<file path="src/rtl/cdg_pkg.sv">
// Package of constants and types for the complementary dead-band generator
`default_nettype none
package cdg_pkg;
  // ********************************************************************
  // Register map
  // ********************************************************************
  localparam int ADDR_W = 12;
  localparam logic [11:0] OUTPUT_CONTROL_REG_OFFSET = 12'h000;
  localparam logic [11:0] INPUT_SELECT_REG_OFFSET = 12'h004;
  localparam logic [11:0] RISING_DEADTIME_OFFSET = 12'h008;
  localparam logic [11:0] FALLING_DEADTIME_OFFSET = 12'h00c;
  localparam logic [11:0] SHUTDOWN_REG_OFFSET = 12'h010;
  localparam logic [11:0] STATUS_REG_OFFSET = 12'h014;

  // Output control fields
  localparam int MODULE_ENABLE_BIT = 7;
  localparam int DRIVE_B_OE_BIT = 6;
  localparam int DRIVE_A_OE_BIT = 5;
  localparam int DRIVE_B_POL_BIT = 4;
  localparam int DRIVE_A_POL_BIT = 3;
  localparam int CLOCK_SELECT_BIT = 0;

  // Shutdown register fields
  localparam int SHUTDOWN_ACTIVE_BIT = 7;
  localparam int AUTO_RESTART_BIT = 6;
  localparam int OVERRIDE_B_BIT = 5;
  localparam int OVERRIDE_A_BIT = 4;
  localparam int SHUTDOWN_SEL_LSB = 0;

  // Status register fields
  localparam int STAT_RAW_A_BIT = 0;
  localparam int STAT_RAW_B_BIT = 1;
  localparam int STAT_HOLD_BIT = 2;
  localparam int STAT_SOURCE_BIT = 3;
  localparam int STAT_SD_LSB = 4;

  // Widths and reset values
  localparam int DEADTIME_W = 6;
  localparam int SELECT_W = 3;
  localparam int SD_W = 2;
  localparam logic [5:0] DEADTIME_RESET = 6'h00;
  localparam logic [2:0] SELECT_RESET = 3'h0;

  // Input source codes and synchroniser lanes
  localparam logic [2:0] SEL_PULSE_1 = 3'h0;
  localparam logic [2:0] SEL_PULSE_2 = 3'h1;
  localparam logic [2:0] SEL_PULSE_3 = 3'h2;
  localparam logic [2:0] SEL_PULSE_4 = 3'h3;
  localparam logic [2:0] SEL_OSCILLATOR = 3'h4;
  localparam logic [2:0] SEL_LOGIC_CELL = 3'h5;
  localparam int SYNC_W = 9;
  localparam int LANE_SD_LSB = 6;
  localparam int LANE_FAST_OSC = 8;

  typedef enum logic [2:0] {PH_IDLE, PH_RISE, PH_HIGH, PH_FALL, PH_LOW} cdg_phase_type;

  typedef struct packed {
    logic [SYNC_W-1:0] stage1;
    logic [SYNC_W-1:0] stage2;
    logic [SYNC_W-1:0] stage3;
    logic [SYNC_W-1:0] level;
  } cdg_sync_type;

  typedef struct packed {
    logic module_enable;
    logic drive_b_output_enable;
    logic drive_a_output_enable;
    logic drive_b_polarity;
    logic drive_a_polarity;
    logic count_clock_select;
    logic [2:0] input_source_select;
    logic [5:0] rising_deadtime_count;
    logic [5:0] falling_deadtime_count;
    logic shutdown_active;
    logic auto_restart;
    logic override_b;
    logic override_a;
    logic [1:0] shutdown_select;
    cdg_phase_type phase;
    logic [5:0] count;
    logic source_prev;
    logic osc_prev;
    logic raw_a;
    logic raw_b;
    logic hold_override;
    logic drive_a_out;
    logic drive_b_out;
    logic drive_a_oe_n;
    logic drive_b_oe_n;
    logic [31:0] prdata;
  } cdg_state_type;
endpackage
`default_nettype wire

</file>
<file path="src/rtl/cdg_top.sv">
// Complementary dead-band generator with APB register slave
// Function
// - Two drives derived from one selected source
// - Clock select: system clock or 16 MHz oscillator
// - Three-bit select picks one of six sources
// - Both drives deasserted right after enabling
// - Output enable clear releases the pin
// - Enabled pin shows override or waveform
// - Module disabled: enables and levels ignored
// - Per-output polarity, set means active-high
// - Polarity never applies to override levels
// - Two six-bit counters, rising and falling; the code shares one six-bit count for both edges
// - Count clock periods from zero to setting
// - Rising edge turns B off at once
// - Rising count done turns A on
// - Rising setting spans zero to full range
// - Zero setting inserts no dead time
// - Counting starts from the source edge
// - Too-short pulse leaves output unasserted
// - Falling edge: A off, count, B on
// - Shutdown bit forces override levels
// - Shutdown inputs level-sensitive, block leaving shutdown
// - Overrides hold until first rising edge after
//
// Design decisions made here: the APB register port and the address map.
`default_nettype none
module cdg_top (
  input wire logic pclk,
  input wire logic presetn,
  input wire logic psel,
  input wire logic penable,
  input wire logic pwrite,
  input wire logic [cdg_pkg::ADDR_W-1:0] paddr,
  input wire logic [31:0] pwdata,
  output logic [31:0] prdata,
  output logic pready,
  output logic pslverr,
  input wire logic pulse_source_1,
  input wire logic pulse_source_2,
  input wire logic pulse_source_3,
  input wire logic pulse_source_4,
  input wire logic oscillator_source,
  input wire logic logic_cell_source,
  input wire logic shutdown_in_0,
  input wire logic shutdown_in_1,
  input wire logic internal_fast_oscillator,
  output logic drive_a_out,
  output logic drive_a_oe_n,
  output logic drive_b_out,
  output logic drive_b_oe_n
);
  cdg_pkg::cdg_state_type s;
  cdg_pkg::cdg_state_type next_s;
  logic [cdg_pkg::SYNC_W-1:0] raw_in;
  logic [cdg_pkg::SYNC_W-1:0] synced;
  logic source_now;
  logic [1:0] sd_in;
  logic sd_level;
  logic tick;
  logic rise;
  logic fall;
  logic setup_phase;
  logic write_take;
  logic mapped;

  // ******************************************************************
  // Input synchronisation
  // ******************************************************************
  // Sources may be asynchronous; costs up to one clock of dead-band jitter
  assign raw_in = {internal_fast_oscillator, shutdown_in_1, shutdown_in_0, logic_cell_source,
                   oscillator_source, pulse_source_4, pulse_source_3, pulse_source_2,
                   pulse_source_1};

  cdg_sync u_sync (
    .pclk(pclk),
    .presetn(presetn),
    .async_in(raw_in),
    .sync_out(synced)
  );

  // Source mux; unused codes fall back to the first pulse source
  always_comb begin
    case (s.input_source_select)
      cdg_pkg::SEL_PULSE_1: source_now = synced[cdg_pkg::SEL_PULSE_1];
      cdg_pkg::SEL_PULSE_2: source_now = synced[cdg_pkg::SEL_PULSE_2];
      cdg_pkg::SEL_PULSE_3: source_now = synced[cdg_pkg::SEL_PULSE_3];
      cdg_pkg::SEL_PULSE_4: source_now = synced[cdg_pkg::SEL_PULSE_4];
      cdg_pkg::SEL_OSCILLATOR: source_now = synced[cdg_pkg::SEL_OSCILLATOR];
      cdg_pkg::SEL_LOGIC_CELL: source_now = synced[cdg_pkg::SEL_LOGIC_CELL];
      default: source_now = synced[cdg_pkg::SEL_PULSE_1];
    endcase
  end

  // Edge and shutdown detection
  assign sd_in = synced[cdg_pkg::LANE_SD_LSB +: cdg_pkg::SD_W];
  assign sd_level = |(sd_in & s.shutdown_select);
  assign rise = s.module_enable && source_now && !s.source_prev;
  assign fall = s.module_enable && !source_now && s.source_prev;
  // One count per oscillator rising edge, else one per system clock
  assign tick = s.count_clock_select ?
                (synced[cdg_pkg::LANE_FAST_OSC] && !s.osc_prev) : 1'b1;

  // ******************************************************************
  // APB decode
  // ******************************************************************
  assign setup_phase = psel && !penable;
  assign write_take = psel && penable && pwrite;
  assign mapped = (paddr == cdg_pkg::OUTPUT_CONTROL_REG_OFFSET) ||
                  (paddr == cdg_pkg::INPUT_SELECT_REG_OFFSET) ||
                  (paddr == cdg_pkg::RISING_DEADTIME_OFFSET) ||
                  (paddr == cdg_pkg::FALLING_DEADTIME_OFFSET) ||
                  (paddr == cdg_pkg::SHUTDOWN_REG_OFFSET) ||
                  (paddr == cdg_pkg::STATUS_REG_OFFSET);
  // Zero-wait slave: every access completes in its first access cycle
  assign pready = 1'b1;
  assign pslverr = psel && penable && !mapped;

  // ******************************************************************
  // Next-state logic
  // ******************************************************************
  always_comb begin
    next_s = s;
    next_s.source_prev = source_now;
    next_s.osc_prev = synced[cdg_pkg::LANE_FAST_OSC];

    // Register writes; unmapped writes are dropped
    if (write_take) begin
      case (paddr)
        cdg_pkg::OUTPUT_CONTROL_REG_OFFSET: begin
          next_s.module_enable = pwdata[cdg_pkg::MODULE_ENABLE_BIT];
          next_s.drive_b_output_enable = pwdata[cdg_pkg::DRIVE_B_OE_BIT];
          next_s.drive_a_output_enable = pwdata[cdg_pkg::DRIVE_A_OE_BIT];
          next_s.drive_b_polarity = pwdata[cdg_pkg::DRIVE_B_POL_BIT];
          next_s.drive_a_polarity = pwdata[cdg_pkg::DRIVE_A_POL_BIT];
          next_s.count_clock_select = pwdata[cdg_pkg::CLOCK_SELECT_BIT];
        end
        cdg_pkg::INPUT_SELECT_REG_OFFSET: begin
          next_s.input_source_select = pwdata[cdg_pkg::SELECT_W-1:0];
        end
        cdg_pkg::RISING_DEADTIME_OFFSET: begin
          next_s.rising_deadtime_count = pwdata[cdg_pkg::DEADTIME_W-1:0];
        end
        cdg_pkg::FALLING_DEADTIME_OFFSET: begin
          next_s.falling_deadtime_count = pwdata[cdg_pkg::DEADTIME_W-1:0];
        end
        cdg_pkg::SHUTDOWN_REG_OFFSET: begin
          next_s.shutdown_active = pwdata[cdg_pkg::SHUTDOWN_ACTIVE_BIT];
          next_s.auto_restart = pwdata[cdg_pkg::AUTO_RESTART_BIT];
          next_s.override_b = pwdata[cdg_pkg::OVERRIDE_B_BIT];
          next_s.override_a = pwdata[cdg_pkg::OVERRIDE_A_BIT];
          next_s.shutdown_select = pwdata[cdg_pkg::SHUTDOWN_SEL_LSB +: cdg_pkg::SD_W];
        end
        default: begin
          next_s.prdata = s.prdata;
        end
      endcase
    end

    // Auto-restart clears shutdown once the selected inputs are all low
    if (s.auto_restart && s.shutdown_active && !sd_level) begin
      next_s.shutdown_active = 1'b0;
    end
    // Hardware set wins over any clear in the same cycle
    if (sd_level) begin
      next_s.shutdown_active = 1'b1;
    end

    // Overrides latch in shutdown, release on first rise after it ends
    if (next_s.shutdown_active) begin
      next_s.hold_override = 1'b1;
    end else if (!s.shutdown_active && rise) begin
      next_s.hold_override = 1'b0;
    end

    // Dead-band sequencer, always timed from the source edge
    if (!s.module_enable) begin
      next_s.phase = cdg_pkg::PH_IDLE;
      next_s.raw_a = 1'b0;
      next_s.raw_b = 1'b0;
      next_s.count = cdg_pkg::DEADTIME_RESET;
    end else if (rise) begin
      next_s.raw_b = 1'b0;
      next_s.count = cdg_pkg::DEADTIME_RESET;
      next_s.raw_a = (s.rising_deadtime_count == cdg_pkg::DEADTIME_RESET);
      next_s.phase = next_s.raw_a ? cdg_pkg::PH_HIGH : cdg_pkg::PH_RISE;
    end else if (fall) begin
      next_s.raw_a = 1'b0;
      next_s.count = cdg_pkg::DEADTIME_RESET;
      next_s.raw_b = (s.falling_deadtime_count == cdg_pkg::DEADTIME_RESET);
      next_s.phase = next_s.raw_b ? cdg_pkg::PH_LOW : cdg_pkg::PH_FALL;
    end else begin
      case (s.phase)
        cdg_pkg::PH_RISE: begin
          if (s.count == s.rising_deadtime_count) begin
            next_s.raw_a = 1'b1;
            next_s.phase = cdg_pkg::PH_HIGH;
          end else if (tick) begin
            next_s.count = s.count + 6'h01;
          end
        end
        cdg_pkg::PH_FALL: begin
          if (s.count == s.falling_deadtime_count) begin
            next_s.raw_b = 1'b1;
            next_s.phase = cdg_pkg::PH_LOW;
          end else if (tick) begin
            next_s.count = s.count + 6'h01;
          end
        end
        cdg_pkg::PH_IDLE: begin
          next_s.phase = cdg_pkg::PH_IDLE;
        end
        cdg_pkg::PH_HIGH: begin
          next_s.phase = cdg_pkg::PH_HIGH;
        end
        cdg_pkg::PH_LOW: begin
          next_s.phase = cdg_pkg::PH_LOW;
        end
        default: begin
          next_s.phase = cdg_pkg::PH_IDLE;
        end
      endcase
    end

    // Pin levels: override ignores polarity, waveform honours it
    if (!s.module_enable) begin
      next_s.drive_a_out = 1'b0;
      next_s.drive_b_out = 1'b0;
      next_s.drive_a_oe_n = 1'b1;
      next_s.drive_b_oe_n = 1'b1;
    end else begin
      next_s.drive_a_out = next_s.hold_override ? s.override_a :
                           (next_s.raw_a ~^ s.drive_a_polarity);
      next_s.drive_b_out = next_s.hold_override ? s.override_b :
                           (next_s.raw_b ~^ s.drive_b_polarity);
      next_s.drive_a_oe_n = !s.drive_a_output_enable;
      next_s.drive_b_oe_n = !s.drive_b_output_enable;
    end

    // Read data captured in setup so the access phase can finish at once
    if (setup_phase) begin
      next_s.prdata = '0;
      case (paddr)
        cdg_pkg::OUTPUT_CONTROL_REG_OFFSET: begin
          next_s.prdata[cdg_pkg::MODULE_ENABLE_BIT] = s.module_enable;
          next_s.prdata[cdg_pkg::DRIVE_B_OE_BIT] = s.drive_b_output_enable;
          next_s.prdata[cdg_pkg::DRIVE_A_OE_BIT] = s.drive_a_output_enable;
          next_s.prdata[cdg_pkg::DRIVE_B_POL_BIT] = s.drive_b_polarity;
          next_s.prdata[cdg_pkg::DRIVE_A_POL_BIT] = s.drive_a_polarity;
          next_s.prdata[cdg_pkg::CLOCK_SELECT_BIT] = s.count_clock_select;
        end
        cdg_pkg::INPUT_SELECT_REG_OFFSET: begin
          next_s.prdata[cdg_pkg::SELECT_W-1:0] = s.input_source_select;
        end
        cdg_pkg::RISING_DEADTIME_OFFSET: begin
          next_s.prdata[cdg_pkg::DEADTIME_W-1:0] = s.rising_deadtime_count;
        end
        cdg_pkg::FALLING_DEADTIME_OFFSET: begin
          next_s.prdata[cdg_pkg::DEADTIME_W-1:0] = s.falling_deadtime_count;
        end
        cdg_pkg::SHUTDOWN_REG_OFFSET: begin
          next_s.prdata[cdg_pkg::SHUTDOWN_ACTIVE_BIT] = s.shutdown_active;
          next_s.prdata[cdg_pkg::AUTO_RESTART_BIT] = s.auto_restart;
          next_s.prdata[cdg_pkg::OVERRIDE_B_BIT] = s.override_b;
          next_s.prdata[cdg_pkg::OVERRIDE_A_BIT] = s.override_a;
          next_s.prdata[cdg_pkg::SHUTDOWN_SEL_LSB +: cdg_pkg::SD_W] = s.shutdown_select;
        end
        cdg_pkg::STATUS_REG_OFFSET: begin
          next_s.prdata[cdg_pkg::STAT_RAW_A_BIT] = s.raw_a;
          next_s.prdata[cdg_pkg::STAT_RAW_B_BIT] = s.raw_b;
          next_s.prdata[cdg_pkg::STAT_HOLD_BIT] = s.hold_override;
          next_s.prdata[cdg_pkg::STAT_SOURCE_BIT] = source_now;
          next_s.prdata[cdg_pkg::STAT_SD_LSB +: cdg_pkg::SD_W] = sd_in;
        end
        default: begin
          next_s.prdata = '0;
        end
      endcase
    end
  end

  // State register; outputs released and drives low in reset
  always_ff @(posedge pclk or negedge presetn) begin
    if (!presetn) begin
      s <= '0;
      s.drive_a_oe_n <= 1'b1;
      s.drive_b_oe_n <= 1'b1;
    end else begin
      s <= next_s;
    end
  end

  assign prdata = s.prdata;
  assign drive_a_out = s.drive_a_out;
  assign drive_b_out = s.drive_b_out;
  assign drive_a_oe_n = s.drive_a_oe_n;
  assign drive_b_oe_n = s.drive_b_oe_n;
endmodule
`default_nettype wire

</file>
<file path="src/rtl/cdg_sync.sv">
// Three-stage synchroniser for the asynchronous source, shutdown and oscillator inputs
`default_nettype none
module cdg_sync (
  input wire logic pclk,
  input wire logic presetn,
  input wire logic [cdg_pkg::SYNC_W-1:0] async_in,
  output logic [cdg_pkg::SYNC_W-1:0] sync_out
);
  cdg_pkg::cdg_sync_type s;
  cdg_pkg::cdg_sync_type next_s;

  // ******************************************************************
  // Shift chain and agreement filter
  // ******************************************************************
  // Stage one feeds stage two only; level follows once stages two and three agree
  always_comb begin
    next_s = s;
    next_s.stage1 = async_in;
    next_s.stage2 = s.stage1;
    next_s.stage3 = s.stage2;
    next_s.level = (s.stage2 & s.stage3) | (s.level & (s.stage2 ^ s.stage3));
  end

  always_ff @(posedge pclk or negedge presetn) begin
    if (!presetn) begin
      s <= '0;
    end else begin
      s <= next_s;
    end
  end

  assign sync_out = s.level;
endmodule
`default_nettype wire

</file>
<file path="config.mk">
export PLATFORM = sky130hd
export DESIGN_NAME = cdg_top
export DESIGN_NICKNAME = d
export VERILOG_FILES = /design/src/rtl/cdg_pkg.sv /design/src/rtl/cdg_top.sv /design/src/rtl/cdg_sync.sv
export SDC_FILE = /design/constraint.sdc
export NUM_CORES = 1
export LEC_CHECK = 0
export ABC_AREA = 0
export ABC_CLOCK_PERIOD_IN_PS = 2900
export BUFFER_PORTS_ARGS = -buffer_cell sky130_fd_sc_hd__buf_2
export CORE_MARGIN = 2
export CORE_UTILIZATION = 48
export CTS_CLUSTER_SIZE = 14
export DETAILED_ROUTE_END_ITERATION = 6
export PLACE_DENSITY = 0.82
export REMOVE_ABC_BUFFERS = 1
export SETUP_SLACK_MARGIN = 0.3
export SYNTH_ARGS = -nofsm -noshare
export SYNTH_HDL_FRONTEND = slang
export SYNTH_SLANG_ARGS = --single-unit
</file>
<file path="constraint.sdc">
create_clock -name pclk -period 2.9 [get_ports pclk]
set_input_delay 0.29 -clock pclk [delete_from_list [all_inputs] [get_ports pclk]]
set_output_delay 0.29 -clock pclk [all_outputs]
set_load 0.02 [all_outputs]
</file>
# Word-level counts from Yosys, hierarchy flattened
# Cells that the tools add are included.
[classes]
n_addsub = 1
multipliers = 0
div = 0
order_cmp = 0
eq_ne = 21
shift = 0
muxes = 36
n_bitwise = 7
reduce_logical = 37
[ops]
columns = ["op", "count"]
rows = [
  ["2-to-1 mux 6 bit", 5],
  ["2-to-1 mux 9 bit", 3],
  ["== test 12 x 4 -> 1 bit (second input constant)", 2],
  ["== test 12 x 5 -> 1 bit (second input constant)", 2],
  ["!= test 5 bit (second input constant)", 4],
  ["bitwise AND 9 bit", 2],
  ["== test 12 x 3 -> 1 bit (second input constant)", 1],
  ["== test 3 x 2 -> 1 bit (second input constant)", 4],
  ["== test 6 bit", 2],
  ["logical AND 1 bit", 12],
  ["logical NOT 12 bit", 1],
  ["logical NOT 6 bit", 2],
  ["case mux 3 bit (4 select lines)", 1],
  ["case mux 6 bit (2 select lines)", 1],
  ["AND reduction 2 bit", 6],
  ["2-to-1 mux 1 bit", 11],
  ["case mux 1 bit (5 select lines)", 2],
  ["case mux 2 bit (5 select lines)", 1],
  ["== test 3 bit (second input constant)", 3],
  ["logical NOT 1 bit", 9],
  ["2-to-1 mux 3 bit", 3],
  ["OR 9 bit", 1],
  ["bitwise XOR 9 bit", 1],
  ["2-to-1 mux 2 bit", 4],
  ["other kinds (12)", 19],
]
[word_totals]
ff_bits = 89
latch_bits = 0
ramBits = 0
rom_bits = 0
input_bits = 58
out_inout_bits = 38
elab_cells = 132
mem_count = 0

# Depth between registers and ports, before layout
# Gate-level depths: netlist (run 1).
[logic_depth]
ltp_word = 11
ltp_mapped = 8
mapped_depth_nobuf = 7

# Hierarchy
# Synthesis (run 1) repeated with hierarchy kept, for this count alone.
[unflattened]
hier_cells = 375
hier_area_um2 = 4269.1
[by_module_without_submodules]
columns = ["module", "n_inst", "cells_each", "area_each_um2", "seq_area_each_um2"]
rows = [
  ["cdg_top", 1, 312, 3120.5, 1328.8],
  ["cdg_sync", 1, 63, 1148.6, 900.9],
]

# Worst setup path after synthesis (run 1)
# OpenSTA, ideal clock, no wires.
[synth_timing]
path_kind = "reg2reg"
start = "reg s[70] in the netlist's numbering"
end = "reg s (netlist bit drive_a_out)"
arrival_ps = 2118
slack_ps = 678
stages_incl_launch_ff = 8
path_buffers = 0
cell_sequence = "dfrtp_1 mux2_4 o32ai_2 nor3_1 o32ai_1 inv_1 or4_1 o311ai_1"
[synth_rtl]
columns = ["element", "line_no", "text"]
rows = [
  ["start: declaration", "cdg_top.sv:52", "cdg_pkg::cdg_state_type s;"],
  ["start signal: assignment", "cdg_top.sv:288", "s <= next_s;"],
]

# Worst setup path after layout (run 1)
[layout_timing]
start = "reg s[70] in the netlist's numbering"
end = "reg s[48] in the netlist's numbering"
[layout_between]
elab_chain_cells = 8
elab_cells_between_ends = 17
classes_between = "eq/ne (7); mux (4); reduce/logical (6)"
[layout_rtl]
columns = ["element", "line_no", "text"]
rows = [
  ["== test 3 bit (tied with other cells)", "cdg_top.sv:83", "case (s.input_source_select)"],
  ["case mux 1 bit (5 select lines) *", "cdg_top.sv:83", ""],
  ["logical NOT 1 bit", "cdg_top.sv:98", "assign fall = s.module_enable && !source_now && s.source_prev;"],
  ["logical AND 1 bit (2 in a row)", "cdg_top.sv:98", ""],
  ["2-to-1 mux 9 bit", "cdg_top.sv:186", "end else if (fall) begin"],
  ["2-to-1 mux 9 bit", "cdg_top.sv:181", "end else if (rise) begin"],
  ["2-to-1 mux 9 bit", "cdg_top.sv:176", "if (!s.module_enable) begin"],
]
# Mark *: on every way between the ends. The rest lies on a longest branch, timed or not.
# A chain may end at the register's enable or synchronous reset.

==> impl_metrics.tcl, run 1 <==
set metrics [dict create \
    status "complete, no violations" \
    core_sq_mm 0.008593 \
    initialDrtViolationCount 142 \
    skew_ns 0.01053 \
    drt_pass1_iterations 4 \
    hold_depth 1 \
    portBuffers 46 \
    worst-endpoint-required_ns 3.15 \
    grt-ovfl-total 0 \
    drc 0 \
    clk_latency_ns 0.36 \
    setup_slack_ns 0.5380 \
    antenna_found_initial 0 \
    finalSetupTns_ns 0 \
    synth_cell_types 61 \
    final_cell_mix "87 x dfrtp_1, 45 x buf_2, 25 x conb_1" \
    startpoint_type "register" \
    numClockSinks 89 \
    synth_top_area_share_pct 51.82 \
    grt_setup_unrepaired "no" \
    grt_max_degree 90 \
    die_y_um 97.56 \
    critPathCaptureType "register" \
    synth_warnings 0 \
    path_buf_inv 0 \
    r2r-end "s[48]" \
    crit_cells 6 \
    post-route-period-util_pct 81.45 \
    htreeDepth 3 \
    fillers 740 \
    synth_ff_type "dfrtp_1" \
    routabilityCongestion 0.8638 \
    grt_pass1_wl_um 13670 \
    power.density_mw_per_mm2 530.0 \
    die_area_sq_mm 0.009518 \
    yosys_register_bits 89 \
    hp-class "in2reg" \
    p_leak_nw 2.304 \
    r2r_start "s[70]" \
    numCtsBuffers 9 \
    via_per_inst 5.598 \
    cp_top_family "compound AO/OA/AOI/OAI gates" \
    fin_nets 473 \
    wire_per_inst_um 15.90 \
    final_area_sq_mm 0.004591 \
    synthCells 365 \
    ios 96 \
    antennaDiodeCount 0 \
    final_common_cell "dfrtp_1" \
    worstPathMaxFanout 9 \
    hpwl_um 5952 \
    endpoint "s[48]" \
    ys_seq_area_share_pct 53.07 \
    hold_violations 0 \
    fmaxAchievable_mhz 423.4 \
    placed_area_sq_mm 0.004377 \
    crit_slowest_cell "nor2_1" \
    cpPeakStageDelay_ns 0.48 \
    startpoint "s[70]" \
    yosysTopAreaCell "dfrtp_1" \
    cap_violations 0 \
    cts_tree "done" \
    setup_viol 0 \
    reg2reg_depth 6 \
    crit_chain "mux2_4 > o32ai_4 > nor3_1 > nor2_1 > o21ai_0 > a22o_1" \
    async_flop_share_pct 100.0 \
    critPathKind "reg2reg" \
    synth_edf_count 0 \
    cts_root_buf "clkbuf_8" \
    initial_utilization_pct 48.89 \
    vdd_drop_max_uv 420.8 \
    num_vias 2900 \
    wl_um 8235 \
    cts.clk_slew.worst_paths_ns 0.09 \
    avgSynthCellArea_sq_um 11.51 \
    grt_pass1_vias 2828 \
    arrival_ns 2.61 \
    r2r_slack_ns 0.54 \
    relSlewSlack_pct 28.75 \
    layout-drive-gt1-share_pct 25.61 \
    drv_slew 0 \
    rows 34 \
    antenna_left 0 \
    synthTopCellsByArea "dfrtp_1 52%, mux2_2 6.4%, buf_4 5.9%, xor2_1 3.8%, ha_1 3.0%" \
    worstMarginPinSlew_ns 1.069 \
    pre_cts_slack_ns 0.3233 \
    track_usage_pct 18.03 \
    clockBufferDepth 2 \
    timing.final.crit_period_ns 2.362 \
    netlist_area_sq_mm 0.004202 \
    syn2layout_area_growth_pct 9.261 \
    die_x_um 97.56 \
]
==> per-layer routing <==
metal / track usage (%) / routed length [um] / vias up
met4: 8.761 / 204 / 0
met2: 28.22 / 3903 / 114
met5: 0 / 0 / -
met1: 24.06 / 3644 / 1441
li1: - / - / 1321
met3: 3.669 / 483 / 24
==> worst min-delay path by stage <==
stage | start | to | slack [ns]
floorplan | presetn | drive_a_out | -0.006
global placement | u_sync.next_s[21] | u_sync.next_s[12] | 0.33
detailed placement | u_sync.next_s[21] | u_sync.next_s[12] | 0.33
CTS | pulse_source_4 | u_sync.next_s[21] | 0.02
global route | shutdown_in_1 | u_sync.next_s[25] | 0.01
finish | oscillator_source | u_sync.next_s[22] | 0.03
==> cell type report <==
cell class	count	area, sq um	share of cell area, %
Clock inverter	5	63.81	1.390
Timing Repair Buffer	51	270.3	5.887
Inverter	7	26.28	0.5724
Tap cell	108	135.1	2.944
Sequential cell	89	2230	48.57
Clock buffer	11	131.4	2.862
Multi-Input combinational cell	247	1734	37.78
==> metrics by stage <==
stage | hold slack (ns) | power, mW | instances | utilization [%]
3_3_place_gp | 0.3326 | 1.588 | 502 | 50.93
2_1_floorplan | -0.005591 | 1.500 | 343 | -
6_report | 0.03239 | 2.433 | 518 | 53.42
5_1_grt | 0.01163 | 2.539 | 518 | 53.42
3_5_place_dp | 0.3347 | 1.602 | 502 | 50.93
4_1_cts | 0.01600 | 2.439 | 518 | 53.20
==> registers in the layout (all words and copies together), names as in the netlist <==
name and flops:
drive_a_out 1, u_sync.s 9, u_sync.sync_out 9, drive_b_oe_n 1
drive_b_out 1, s 41, drive_a_oe_n 1, prdata 8
u_sync.next_s 18
==> logic make-up after synthesis <==
group	synth area share [%]
AO/OA/AOI/OAI	11.73
XOR/XNOR	3.961
adder cells (fa/ha/maj)	2.978
buffers and inverters	8.159
flip-flops	53.07
multiplexers	7.743
other	0.1787
AND/OR/NAND/NOR	12.18
==> worst register-to-register path, cell delays in order (launching register included) <==
cell     delay [ns]
dfrtp_1        0.45
mux2_4         0.34
o32ai_4        0.40
nor3_1         0.15
nor2_1         0.48
o21ai_0        0.18
a22o_1         0.25
==> synthesized netlist by cell type (3+ instances only) <==
cell type,count
dfrtp_1,87
buf_4,33
mux2_2,24
nand2_1,23
xor2_1,18
nor2_1,17
o21ai_0,14
nand3_1,12
a21o_1,11
a22oi_1,10
ha_1,10
a21oi_1,8
clkbuf_1,8
inv_1,6
nor3_1,6
and2_1,5
and3_1,5
nor4_1,5
mux2i_1,4
nor2b_1,4
buf_6,3
nand2b_1,3
o31ai_1,3
or2_2,3
==> timing repair <==
item / CTS / global route
setup endpoints to repair: 0 / 2
setup buffers: 0 / 0
hold buffers: 0 / 0
resized for setup: 0 / 2
==> where the power goes <==
part	switching, mW	internal (mW)
logic	0.154	0.0928
registers	0.0473	1.29
clock network	0.441	0.405
Power figures use the tool's default switching activity.
==> run 2, diff against run 1 <==
--- a/config.mk
+++ b/config.mk
@@ -6,13 +6,13 @@
 export NUM_CORES = 1
 export LEC_CHECK = 0
 export ABC_AREA = 0
-export ABC_CLOCK_PERIOD_IN_PS = 2900
+export ABC_CLOCK_PERIOD_IN_PS = 1900
 export BUFFER_PORTS_ARGS = -buffer_cell sky130_fd_sc_hd__buf_2
 export CORE_MARGIN = 2
 export CORE_UTILIZATION = 48
 export CTS_CLUSTER_SIZE = 14
 export DETAILED_ROUTE_END_ITERATION = 6
-export PLACE_DENSITY = 0.82
+export PLACE_DENSITY = 0.85
 export REMOVE_ABC_BUFFERS = 1
 export SETUP_SLACK_MARGIN = 0.3
 export SYNTH_ARGS = -nofsm -noshare
==> constraint.sdc (replaced) <==
create_clock -name pclk -period 1.9 [get_ports pclk]
set_input_delay 0.19 -clock pclk [delete_from_list [all_inputs] [get_ports pclk]]
set_output_delay 0.19 -clock pclk [all_outputs]
set_load 0.02 [all_outputs]
==> run 2 against run 1 <==
Against the previous run: the run now ends with negative setup slack left; via count up 9.7%; sequential power up 52%; largest power group unchanged; sequential share of layout area down 7.1 points; largest cell class unchanged; highest routed layer unchanged.
==> impl_metrics.tcl, run 2 (synthesized netlist as in run 1, its figures left out) <==
set metrics [dict create \
    grt-ovfl-total 0 \
    worstPathMaxFanout 4 \
    antenna_found_initial 0 \
    p_clk_share_pct 32.0 \
    grt_setup_unrepaired "yes" \
    numCtsBuffers 9 \
    worst-endpoint-required_ns 2.18 \
    rows 34 \
    core_sq_mm 0.008593 \
    finalSetupTns_ns -2.144 \
    die_area_sq_mm 0.009518 \
    track_usage_pct 21.06 \
    final_core_util_pct 62.59 \
    portBuffers 46 \
    startpoint_type "register" \
    finalPower_mw 3.922 \
    cts_root_buf "clkbuf_8" \
    cpPeakStageDelay_ns 0.50 \
    timing.final.crit_period_ns 2.339 \
    critPathKind "reg2reg" \
    cts_tree "done" \
    initialDrtViolationCount 194 \
    path_buf_inv 2 \
    crit_chain "buf_4 > mux2i_1 > a32o_2 > o41a_1 > nor3_4 > inv_2 > or4_4 > o311ai_4" \
    clockBufferDepth 2 \
    skew_ns 0.009215 \
    regMostFlops "s" \
    hold_violations 0 \
    drt_pass1_iterations 4 \
    grt_pass1_vias 3243 \
    layoutNonFillerInstCount 588 \
    final_cell_mix "87 x dfrtp_1, 50 x buf_4, 45 x buf_2" \
    fmaxAchievable_mhz 427.5 \
    fin_nets 543 \
    placed_area_sq_mm 0.004750 \
    status "finished, violations left" \
    power.density_mw_per_mm2 729.1 \
    drc 0 \
    post-route-period-util_pct 123.1 \
    die_y_um 97.56 \
    final_common_cell "dfrtp_1" \
    via_per_inst 5.408 \
    ios 96 \
    combPwrFrac_pct 16.0 \
    arrival_ns 2.62 \
    dp.cells 550 \
    p_leak_nw 2.738 \
    htreeDepth 3 \
    critPathCaptureType "register" \
    hold_ws_ns 0.05931 \
    hp-class "in2reg" \
    violations "negative setup slack" \
    antenna_left 0 \
    cp_top_family "compound AO/OA/AOI/OAI gates" \
    pwr-share-seq_pct 52.1 \
    setup_viol 7 \
    crit_slowest_cell "or4_4" \
    die_x_um 97.56 \
    num_vias 3180 \
    wire_per_inst_um 16.79 \
    worstMarginPinSlew_ns 0.6411 \
    wl_um 9875 \
    numClockSinks 89 \
    largest_reg_flops 41 \
    cts.clk_slew.worst_paths_ns 0.09 \
    drv_slew 0 \
    layout-drive-gt1-share_pct 40.42 \
    grt_pass1_wl_um 15660 \
    power_switching_mw 1.110 \
    clk_latency_ns 0.38 \
    cap_violations 0 \
    syn2layout_area_growth_pct 28.02 \
    grt_max_degree 38 \
    routabilityCongestion 0.9505 \
    setup_slack_ns -0.4394 \
    hpwl_um 6871 \
    initial_utilization_pct 48.89 \
    antennaDiodeCount 0 \
    relSlewSlack_pct 56.87 \
    final_area_sq_mm 0.005379 \
    pre_cts_slack_ns -0.4235 \
    vdd_drop_max_uv 505.2 \
    switching_share_pct 28.29 \
    p_int_mw 2.812 \
]
## run 2: area by class of cell
| class | instances | area, sq um |
|---|---|---|
| fill | 608 | 3214 |
| sequential | 89 | 2230 |
| multi-input combinational | 247 | 1902 |
| timing repair buffer | 121 | 898.4 |
| clock buffer | 10 | 137.6 |
| tap | 108 | 135.1 |
| clock inverter | 6 | 50.05 |
| inverter | 7 | 26.28 |
## run 2: what timing repair did
action	in CTS	in global routing
setup endpoints to repair	22	41
setup buffers	4	8
hold buffers	10	0
gates resized for setup	27	26
pin swaps	6	13
hold endpoints to repair	42	0
## run 2: worst register-to-register path: stages (launching register included)
cell and delay [ns]:
dfrtp_1 0.43, buf_4 0.16, mux2i_1 0.11, a32o_2 0.27, o41a_1 0.45, nor3_4 0.17, inv_2 0.06, or4_4 0.50
o311ai_4 0.10
## run 2: path summary, 6_finish.rpt
kind,from,end,slack [ns],cells after the start
max,s[70],drive_a_out,-0.44,8
min,pwdata[7],s[76],0.06,3
max reg2reg,s[70],drive_a_out,-0.44,8
min reg2reg,u_sync.next_s[21],u_sync.next_s[12],0.36,0
max in group asynchronous,presetn,s[71],0.89,3
min in group asynchronous,presetn,s[39],0.31,2
## run 2: per-layer routing
| metal | track usage [%] | vias to the layer above | wire, um |
|---|---|---|---|
| met5 | 0 | - | 0 |
| met1 | 24.70 | 1552 | 3913 |
| li1 | - | 1461 | - |
| met2 | 36.13 | 143 | 5002 |
| met4 | 9.936 | 0 | 320 |
| met3 | 5.324 | 24 | 638 |
## run 2: power groups by stage
stage	logic, mW	registers [mW]	clock network, mW
floorplan	0.235	2.06	0
global placement	0.438	2.07	0
detailed placement	0.458	2.07	0
CTS	0.529	2.04	1.28
global route	0.672	2.05	1.36
finish	0.626	2.04	1.25
==> run 3, diff against run 2 <==
--- a/config.mk
+++ b/config.mk
@@ -5,13 +5,15 @@
 export SDC_FILE = /design/constraint.sdc
 export NUM_CORES = 1
 export LEC_CHECK = 0
-export ABC_AREA = 0
+export ABC_AREA = 1
 export ABC_CLOCK_PERIOD_IN_PS = 1900
 export BUFFER_PORTS_ARGS = -buffer_cell sky130_fd_sc_hd__buf_2
+export CAP_MARGIN = 20
 export CORE_MARGIN = 2
 export CORE_UTILIZATION = 48
 export CTS_CLUSTER_SIZE = 14
 export DETAILED_ROUTE_END_ITERATION = 6
+export MAX_ROUTING_LAYER = met4
 export PLACE_DENSITY = 0.85
 export REMOVE_ABC_BUFFERS = 1
 export SETUP_SLACK_MARGIN = 0.3
==> run 3 against run 2 <==
Against the previous run: the flow now finishes without violations; largest cell class unchanged; wire length up 9.2%; clock power up 5%; cell area down 2.9%.
==> impl_metrics.tcl, run 3 <==
set metrics [dict create \
    drc 0 \
    synthCells 504 \
    r2r_slack_ns 0.11 \
    synth_most_common_cell "nand2_1" \
    yosysTopAreaCell "dfrtp_1" \
    cts_root_buf "clkbuf_8" \
    grt_max_degree 55 \
    setup_viol 0 \
    worstPathMaxFanout 8 \
    synth_cell_types 34 \
    die_x_um 98.87 \
    async_flop_share_pct 100.0 \
    htreeDepth 3 \
    cts_tree "done" \
    critPathKind "reg2reg" \
    synth_edf_count 0 \
    ys_seq_area_share_pct 51.61 \
    synthTopCellsByArea "dfrtp_1 50%, nand2_1 9.6%, inv_1 6.1%, buf_4 5.7%, o21ai_0 4.2%" \
    regMostFlops "s" \
    drv_slew 0 \
    via_per_inst 5.524 \
    layoutNonFillerInstCount 700 \
    syn2layout_area_growth_pct 20.85 \
    r2r_start "s[70]" \
    status "complete, no violations" \
    arrival_ns 2.08 \
    drt_pass1_iterations 7 \
    avgSynthCellArea_sq_um 8.572 \
    grt-ovfl-total 0 \
    antenna_left 0 \
    vdd_drop_max_uv 625.9 \
    timing.final.crit_period_ns 1.786 \
    die_y_um 98.87 \
    pre_cts_slack_ns 0.1711 \
    skew_ns 0.01131 \
    clockBufferDepth 2 \
    hold_violations 0 \
    finalPower_mw 3.611 \
    rows 34 \
    wl_um 10780 \
    power.density_mw_per_mm2 691.5 \
    hpwl_um 6796 \
    fmaxAchievable_mhz 559.9 \
    synth_ff_type "dfrtp_1" \
    setup_slack_ns 0.1139 \
    routabilityCongestion 0.9589 \
    num_vias 3867 \
    initialDrtViolationCount 377 \
    critPathCaptureType "register" \
    grt_setup_unrepaired "yes" \
    antennaDiodeCount 0 \
    r2r-end "s[41]" \
    cts.clk_slew.worst_paths_ns 0.08 \
    endpoint "s[41]" \
    core_sq_mm 0.008721 \
    largest_reg_flops 41 \
    yosys_register_bits 89 \
    synth_top_area_share_pct 50.39 \
    grt_pass1_vias 3797 \
    initial_utilization_pct 49.54 \
    reg2reg_depth 11 \
    dp.cells 650 \
    worst-endpoint-required_ns 2.20 \
    fin_nets 655 \
    cap_violations 0 \
    ios 96 \
    antenna_found_initial 0 \
    final_common_cell "nand2_1" \
    post-route-period-util_pct 94.00 \
    portBuffers 46 \
    netlist_top_cells_count "110 x nand2_1, 87 x dfrtp_1, 70 x inv_1" \
    startpoint "s[70]" \
    die_area_sq_mm 0.009775 \
    clk_latency_ns 0.37 \
    numCtsBuffers 9 \
    synth_warnings 0 \
    final_cell_mix "102 x nand2_1, 83 x dfrtp_1, 59 x inv_1" \
    track_usage_pct 22.73 \
    startpoint_type "register" \
    netlist_area_sq_mm 0.004320 \
    layout-drive-gt1-share_pct 27.36 \
    hp-class "in2reg" \
    grt_pass1_wl_um 17140 \
    wire_per_inst_um 15.40 \
    numClockSinks 89 \
    p_leak_nw 2.637 \
]
[run 3: changes by cell type after synthesis, sizes merged, moves of 7 or more]
cell and delta:
xor2 -16, nor2 +30, nand2 +90, mux2 -25, o21ai +27, nand4 +7, a22oi -10, nand3 +16
inv +68, o22ai +12
[run 3: critical path, stage by stage (launching register included)]
cell and delay (ns):
dfrtp_2 0.48, inv_2 0.08, nand2_1 0.04, nand2_1 0.08, nor2_2 0.06, nor2_4 0.16
nand2_2 0.13, nand2_4 0.13, inv_4 0.04, nor2_4 0.22, o21ai_0 0.16, a21oi_1 0.13
[run 3: timing repair]
action,CTS,global route
hold buffers,10,0
gates resized for setup,23,38
setup buffers,17,7
pin swaps,15,20
endpoints found under the hold margin,44,0
endpoints found under the setup margin,9,20
[run 3: per-stage QoR]
| stage | setup TNS, ns | hold WS (ns) | area, sq um | utilization (%) |
|---|---|---|---|---|
| 6_report | 0 | 0.08723 | 5221 | 59.87 |
| 5_1_grt | -0.02769 | 0.1238 | 5221 | 59.87 |
| 4_1_cts | 0 | 0.08688 | 5054 | 57.95 |
| 3_5_place_dp | 0 | 0.1784 | 4576 | 52.47 |
| 3_3_place_gp | 0 | 0.1732 | 4576 | 52.47 |
| 2_1_floorplan | 0 | -0.1056 | 4135 | - |
[run 3: area by class of cell]
class,count,area (sq um)
fillers,655,3500
flip-flops and latches,89,2235
multi-input cells,324,1777
repair buffers,88,593.1
inverters,75,286.5
well taps,108,135.1
clock buffers,11,131.4
clock inverters,5,63.81
[run 3: worst min-delay path by stage]
stage / slack (ns) / to / from / cells past startpoint
after global placement: 0.17 / u_sync.next_s[22] / presetn / 1
after floorplan: -0.11 / drive_a_out / presetn / 0
after detailed placement: 0.18 / u_sync.next_s[22] / presetn / 1
after global routing: 0.12 / s[76] / pwdata[7] / 3
final: 0.09 / s[54] / pwdata[6] / 3
after CTS: 0.09 / s[54] / pwdata[6] / 3
[run 3: metal layers]
layer | track usage [%] | share of wire, % | up-vias
li1 | - | - | 1723
met5 | - | 0 | -
met4 | 15.07 | 5.5 | 0
met1 | 24.91 | 36 | 1833
met3 | 3.830 | 7.7 | 65
met2 | 37.94 | 51 | 246
[run 3: logic make-up after synthesis]
kind of cell / synth area share, %
flops: 51.61
xor+xnor: 0.6083
fa+ha+maj: 2.896
other cells: 0.1738
buf+inv: 12.80
compound gates: 10.19
simple gates: 21.72
[run 3: where the power goes]
group          switching, mW  internal [mW]  total (mW)
Combinational          0.201          0.106       0.307
Sequential            0.0361           1.96        2.00
Clock                  0.688          0.618        1.31
Total                  0.925           2.69        3.61
